File: config.mk
export PLATFORM = sky130hd
export DESIGN_NAME = bpsc_power_ctrl
export DESIGN_NICKNAME = d
export VERILOG_FILES = /design/src/hdl/bpsc_pkg.sv /design/src/hdl/bpsc_pm_if.sv /design/src/hdl/bpsc_pm_regs.sv /design/src/hdl/bpsc_cycle_gate.sv /design/src/hdl/bpsc_power_ctrl.sv
export SDC_FILE = /design/constraint.sdc
export NUM_CORES = 1
export LEC_CHECK = 0
export ABC_AREA = 1
export BUFFER_PORTS_ARGS = -buffer_cell sky130_fd_sc_hd__buf_4
export CORE_MARGIN = 3
export CORE_UTILIZATION = 35
export DETAILED_ROUTE_END_ITERATION = 8
export PLACE_DENSITY = 0.92
export SYNTH_ARGS = -nofsm -noshare
export SYNTH_HDL_FRONTEND = slang
export SYNTH_HIERARCHICAL = 1
export SYNTH_SLANG_ARGS = --single-unit
export TNS_END_PERCENT = 10
File: constraint.sdc
create_clock -name clk_i -period 1.3 [get_ports clk_i]
set_input_delay 0.065 -clock clk_i [delete_from_list [all_inputs] [get_ports clk_i]]
set_output_delay 0.065 -clock clk_i [all_outputs]
set_load 0.05 [all_outputs]
File: src/hdl/bpsc_pkg.sv
// constants and types of the bridge power state control block
// Operation
// - wake event flag always reads zero
// - report scale and select fields read zero
// - wake enable stored, read back, no effect
// - power state field 00=D0, 11=D3
// - writes of 01 or 10 discarded silently
// - in D3 only configuration accesses accepted
// - in D3 no interrupts, no memory-mapped claims
// - not D0: abort downstream except type 0
// - aborted cycles flag host master abort bit
// - D3cold needs nothing beyond D3 behaviour
package bpsc_pkg;
    localparam logic [7:0] PMCS_OFFSET = 8'h84;
    localparam logic [31:0] PMCS_RESET = 32'h00000008;
    // bit 3 reads one, as the register default shows
    localparam logic [31:0] PMCS_FIXED_ONES = 32'h00000008;
    localparam int PS_LSB = 0;
    localparam int PS_MSB = 1;
    localparam int WAKE_EN_BIT = 8;
    localparam int SELECT_LSB = 9;
    localparam int SELECT_MSB = 12;
    localparam int SCALE_LSB = 13;
    localparam int SCALE_MSB = 14;
    localparam int WAKE_FLAG_BIT = 15;
    localparam int HOST_MA_BIT = 13;
    localparam logic [1:0] PS_CODE_D0 = 2'h0;
    localparam logic [1:0] PS_CODE_D1 = 2'h1;
    localparam logic [1:0] PS_CODE_D2 = 2'h2;
    localparam logic [1:0] PS_CODE_D3 = 2'h3;
    localparam logic WAKE_EN_RESET = 1'b0;

    typedef enum logic [1:0] {
        BPSC_D0 = 2'b01,
        BPSC_D3 = 2'b10
    } bpsc_pstate_t;
endpackage

File: src/hdl/bpsc_pm_if.sv
// power state carrier between register and cycle gate
`timescale 1ns/1ps
interface bpsc_pm_if;
    logic in_d0;
    logic wake_en;
    logic [1:0] ps_code;
    modport src (output in_d0, output wake_en, output ps_code);
    modport snk (input in_d0, input wake_en, input ps_code);
endinterface

File: src/hdl/bpsc_pm_regs.sv
// power state and wake enable storage
`timescale 1ns/1ps
module bpsc_pm_regs
    import bpsc_pkg::*;
(
    input wire logic clk_i,
    input wire logic rst_n_i,
    input wire logic wr_i,
    input wire logic [1:0] be_i,
    input wire logic [15:0] wdata_i,
    bpsc_pm_if.src pm
);
    bpsc_pstate_t state_r;
    bpsc_pstate_t state_nxt;
    logic wake_en_r;
    logic wake_en_nxt;
    logic [1:0] req_code;

    assign req_code = wdata_i[PS_MSB:PS_LSB];

    always_comb begin
        state_nxt = state_r;
        wake_en_nxt = wake_en_r;
        if (wr_i && be_i[0]) begin
            case (req_code)
                PS_CODE_D0: state_nxt = BPSC_D0;
                PS_CODE_D3: state_nxt = BPSC_D3;
                PS_CODE_D1, PS_CODE_D2: state_nxt = state_r;
                default: state_nxt = state_r;
            endcase
        end
        if (wr_i && be_i[1]) begin
            wake_en_nxt = wdata_i[WAKE_EN_BIT];
        end
    end

    always_ff @(posedge clk_i) begin
        if (!rst_n_i) begin
            state_r <= BPSC_D0;
            wake_en_r <= WAKE_EN_RESET;
        end else begin
            state_r <= state_nxt;
            wake_en_r <= wake_en_nxt;
        end
    end

    assign pm.in_d0 = (state_r == BPSC_D0);
    assign pm.wake_en = wake_en_r;
    assign pm.ps_code = (state_r == BPSC_D0) ? PS_CODE_D0 : PS_CODE_D3;
endmodule

File: src/hdl/bpsc_cycle_gate.sv
// downstream cycle claim or master abort decision
`timescale 1ns/1ps
module bpsc_cycle_gate
    import bpsc_pkg::*;
(
    input wire logic clk_i,
    input wire logic rst_n_i,
    input wire logic dn_valid_i,
    input wire logic dn_type0_cfg_i,
    bpsc_pm_if.snk pm,
    output logic claim_o,
    output logic abort_o
);
    logic claim_r;
    logic claim_nxt;
    logic abort_r;
    logic abort_nxt;

    always_comb begin
        claim_nxt = 1'b0;
        abort_nxt = 1'b0;
        if (dn_valid_i) begin
            // abort unless D0 or type 0
            if (pm.in_d0 || dn_type0_cfg_i) begin
                claim_nxt = 1'b1;
            end else begin
                abort_nxt = 1'b1;
            end
        end
    end

    always_ff @(posedge clk_i) begin
        if (!rst_n_i) begin
            claim_r <= 1'b0;
            abort_r <= 1'b0;
        end else begin
            claim_r <= claim_nxt;
            abort_r <= abort_nxt;
        end
    end

    assign claim_o = claim_r;
    assign abort_o = abort_r;
endmodule

File: src/hdl/bpsc_power_ctrl.sv
// bridge power state control: config register, cycle and interrupt gating
`timescale 1ns/1ps
module bpsc_power_ctrl
    import bpsc_pkg::*;
(
    input wire logic clk_i,
    input wire logic rst_n_i,
    input wire logic cfg_req_i,
    input wire logic cfg_we_i,
    input wire logic [7:0] cfg_addr_i,
    input wire logic [3:0] cfg_be_i,
    input wire logic [31:0] cfg_wdata_i,
    output logic cfg_ack_o,
    output logic cfg_hit_o,
    output logic [31:0] cfg_rdata_o,
    input wire logic dn_valid_i,
    input wire logic dn_type0_cfg_i,
    output logic dn_claim_o,
    output logic dn_master_abort_o,
    output logic host_sts_ma_set_o,
    input wire logic mmr_req_i,
    output logic mmr_claim_o,
    input wire logic irq_req_i,
    output logic irq_o,
    output logic wake_request_signal_o,
    output logic [1:0] power_state_o
);
    bpsc_pm_if pm_bus ();

    logic reg_sel;
    logic reg_wr;
    logic [31:0] reg_view;
    logic ack_r;
    logic ack_nxt;
    logic hit_r;
    logic hit_nxt;
    logic [31:0] rdata_r;
    logic [31:0] rdata_nxt;
    logic mmr_claim_r;
    logic mmr_claim_nxt;
    logic irq_r;
    logic irq_nxt;
    logic [1:0] ps_r;
    logic [1:0] ps_nxt;
    logic gate_abort;

    // dword decode, byte lanes taken from cfg_be_i
    always_comb begin
        if (cfg_addr_i[7:2] == PMCS_OFFSET[7:2]) begin
            reg_sel = 1'b1;
        end else begin
            reg_sel = 1'b0;
        end
    end

    // config access works in every state
    assign reg_wr = cfg_req_i && cfg_we_i && reg_sel;

    bpsc_pm_regs u_regs (
        .clk_i(clk_i),
        .rst_n_i(rst_n_i),
        .wr_i(reg_wr),
        .be_i(cfg_be_i[1:0]),
        .wdata_i(cfg_wdata_i[15:0]),
        .pm(pm_bus.src)
    );

    bpsc_cycle_gate u_gate (
        .clk_i(clk_i),
        .rst_n_i(rst_n_i),
        .dn_valid_i(dn_valid_i),
        .dn_type0_cfg_i(dn_type0_cfg_i),
        .pm(pm_bus.snk),
        .claim_o(dn_claim_o),
        .abort_o(gate_abort)
    );

    // register image; reserved bits zero
    always_comb begin
        reg_view = PMCS_FIXED_ONES;
        reg_view[PS_MSB:PS_LSB] = pm_bus.ps_code;
        reg_view[WAKE_EN_BIT] = pm_bus.wake_en;
        reg_view[SELECT_MSB:SELECT_LSB] = 4'h0;
        reg_view[SCALE_MSB:SCALE_LSB] = 2'h0;
        reg_view[WAKE_FLAG_BIT] = 1'b0;
    end

    // write always completes, ack regardless of data
    always_comb begin
        ack_nxt = cfg_req_i;
        hit_nxt = cfg_req_i && reg_sel;
        rdata_nxt = 32'h00000000;
        if (cfg_req_i && !cfg_we_i && reg_sel) begin
            rdata_nxt = reg_view;
        end
    end

    // memory-mapped claims and interrupts only in D0
    always_comb begin
        mmr_claim_nxt = mmr_req_i && pm_bus.in_d0;
        irq_nxt = irq_req_i && pm_bus.in_d0;
        ps_nxt = pm_bus.ps_code;
    end

    always_ff @(posedge clk_i) begin
        if (!rst_n_i) begin
            ack_r <= 1'b0;
            hit_r <= 1'b0;
            rdata_r <= 32'h00000000;
            mmr_claim_r <= 1'b0;
            irq_r <= 1'b0;
            ps_r <= PMCS_RESET[PS_MSB:PS_LSB];
        end else begin
            ack_r <= ack_nxt;
            hit_r <= hit_nxt;
            rdata_r <= rdata_nxt;
            mmr_claim_r <= mmr_claim_nxt;
            irq_r <= irq_nxt;
            ps_r <= ps_nxt;
        end
    end

    assign cfg_ack_o = ack_r;
    assign cfg_hit_o = hit_r;
    assign cfg_rdata_o = rdata_r;
    assign mmr_claim_o = mmr_claim_r;
    assign irq_o = irq_r;
    assign power_state_o = ps_r;
    assign dn_master_abort_o = gate_abort;
    // abort logged in host status bit 13
    assign host_sts_ma_set_o = gate_abort;
    // D3cold same as D3; enable drives nothing, no wake source
    assign wake_request_signal_o = 1'b0;
endmodule

==> run summary <==
Critical Path Max Stage Delay - 0.33 ns
Critical path's slowest cell - dfxtp_1
Die Y - 53.8 um
Synth Register Bits - 15
Min-delay src - mmr_req_i
Iteration-0 DRC Markers - 2
WL met1 - 397 um
CTS root buf - clkbuf_4
Library cells used by synthesis - 14
GRT overflow - 0
Leak Pwr - 0.571 nW
Most common cell after layout, fill and taps aside - buf_4
Vias per std cell - 3.65
TritonCTS clock tree - built
CTS buffer count - 3
Register Area - 300 um^2
Setup violations, final - 0
Die area - 2900 um^2
Final hold violations - 0
Die Wd - 53.8 um
Clk Latency, worst-skew pair - 0.27 ns
Register area share after synthesis - 37.5%
Initial antenna violation count - 0
Placement Setup Slack - 0.164 ns
Wire per inst - 7.47 um
Routed WL - 1.23 mm
Core area - 2060 um^2
Largest net degree at the start of global routing - 9
Element type at the critical path end - primary output
Fin. max-slew vios - 0
Pwr Density - 1040 nW/um^2
Cell Rows - 16
GRT Total Usage - 8.34%
Hold Crit Depth - 3
Fillers - 211
Synth Cell Area - 801 um^2
Reg2reg end - u_gate/abort_o$_SDFF_PN0_
DR DRC count - 0
Reg2Reg Depth - 6
Clock Sinks - 15
Clock Pin Slew Worst Setup and Hold Paths - 0.08 ns
Setup TNS - 0 ns
Multi-input gate area - 305 um^2
Ys Warns - 6
Post-Synthesis Cells - 105
First-pass GRT wire length - 1.73 mm
Syn Area/Cell - 7.63 um^2
First-pass iteration count of the detailed router - 4
RSZ-0062 raised after global routing - false
Critical-path cell list - buf_4
Initial Util - 38.8%
WP buf/inv - 1
IO Count - 94
Fin nets - 193
Resize count post-CTS - 0
Dpl cells - 160
CP top delay family - flip-flops
Tmin final - 0.863 ns
Status - completed
Via Count - 602
WP data required - 1.24 ns
Ant. Diodes - 0
Final period util - 66.4%
Crit path launch type - flop
H-Tree Depth - 1
Fmax achieved - 1160 MHz
# Max-Cap Violations - 0
Met3 WL - 161 um
Cell Count, Final, Fillers Out - 165
CP Class - flop to primary output
Crit path DAT - 0.80 ns
Routability cong. - 0.639
HP Class - input port to flop
Metal2 WL - 663 um
Share of cells above drive strength 1 - 29.0%
PortBufs - 31
Layout Skew - 0.00197 ns
Most frequent cells in the layout - buf_4 (31), conb_1 (29), inv_1 (18)
Remaining antenna violation count after routing - 0
Max VDD drop - 0.000512 V
DP HPWL - 1.07 mm
Critical path peak fanout - 2
Top Metal Used - met4
Max Root-Sink Buffers - 2
P&R area growth vs syn - 21.9%
Hold endpoint - mmr_claim_o$_SDFF_PN0_
Number of global-route vias before repair - 492
R2R Setup Slk - 0.46 ns
RR Startpoint - u_regs/state_r[1]$_SDFFE_PN0P_
Final worst slack - 0.437 ns
layer usage:
layer / vias to the layer above / track usage, %
met3: 2 / 1.66
met2: 37 / 15.7
met1: 250 / 7.68
li1: 313 / -
met5: - / 0
met4: 0 / 6.38
cell type report:
cell class | count | share of cell area [%]
clock buffer | 4 | 2.69
sequential | 15 | 30.8
inverter | 18 | 6.92
multi-input combinational | 69 | 31.3
timing repair buffer | 32 | 24.9
tap | 27 | 3.46
cell families (layout without fill, tap and decap cells):
| logic type | Yosys count | count (layout) | share of synthesized area [%] |
|---|---|---|---|
| other | 1 | 29 | 0.468 |
| AO/OA/AOI/OAI | 2 | 2 | 1.25 |
| adder cells (fa/ha/maj) | 2 | 2 | 3.12 |
| flip-flops | 15 | 15 | 37.5 |
| AND/OR/NAND/NOR | 36 | 36 | 20.2 |
| buffers and inverters | 49 | 54 | 37.5 |
sequential cells by signal, indices dropped and copies added, names as in the netlist:
signal             cells
cfg_ack_o              1
cfg_rdata_o            4
u_gate/abort_o         1
u_regs/state_r         2
cfg_hit_o              1
irq_o                  1
u_regs/pm.wake_en      1
u_gate/claim_o         1
mmr_claim_o            1
power_state_o          2
how the worst max path moves through the flow:
stage                         startpoint                        endpoint  slack, ns  depth (start not counted)
3_3_place_gp               cfg_addr_i[3]  u_regs/state_r[1]$_SDFFE_PN0P_       0.19                          9
3_5_place_dp               cfg_addr_i[3]  u_regs/state_r[1]$_SDFFE_PN0P_       0.16                          9
2_1_floorplan  u_gate/abort_o$_SDFF_PN0_               host_sts_ma_set_o       0.34                          1
5_1_grt                    cfg_addr_i[3]  u_regs/pm.wake_en$_SDFFE_PN0P_       0.29                          9
6_report       u_gate/abort_o$_SDFF_PN0_               host_sts_ma_set_o       0.44                          1
4_1_cts        u_gate/abort_o$_SDFF_PN0_               host_sts_ma_set_o       0.43                          1
repair_timing:
item                       in CTS  in global routing
buffers inserted                0                  0
hold buffers                    1                  0
setup endpoints to repair       0                  0
hold endpoints to repair        1                  0
where the power goes:
part | internal (mW) | switching [mW]
logic | 0.0552 | 0.241
registers | 0.466 | 0.00169
clock network | 0.119 | 0.131
through the flow:
| step | total power, mW | util (%) | cell area, um^2 | hold slack, ns |
|---|---|---|---|---|
| finish | 1.01 | 47.3 | 976 | 0.00831 |
| floorplan | 0.777 | - | 906 | 0.150 |
| detailed placement | 0.771 | 45.6 | 940 | 0.288 |
| CTS | 1.02 | 47.3 | 976 | 0.00509 |
| global route | 1.06 | 47.3 | 976 | 0.0123 |
| global placement | 0.768 | 45.6 | 940 | 0.281 |
worst reg2reg max path, cell delays in order, from the launching register on:
cell	delay (ns)
dfxtp_1	0.31
inv_1	0.06
nand2_1	0.10
inv_1	0.14
inv_1	0.05
nand2_1	0.06
nor2_1	0.03
synthesized netlist by cell type:
library cell	instances	area (um^2)
a21oi_1	1	5.00
buf_4	31	233
conb_1	1	3.75
dfxtp_1	15	300
ha_1	2	25.0
inv_1	18	67.6
nand2_1	15	56.3
nand2_2	1	6.26
nand3_1	1	5.00
nand3_2	2	20.0
nand4_1	1	6.26
nor2_1	13	48.8
nor2_2	3	18.8
o21ai_0	1	5.00
Note: power is estimated with default switching activity, not from simulation.
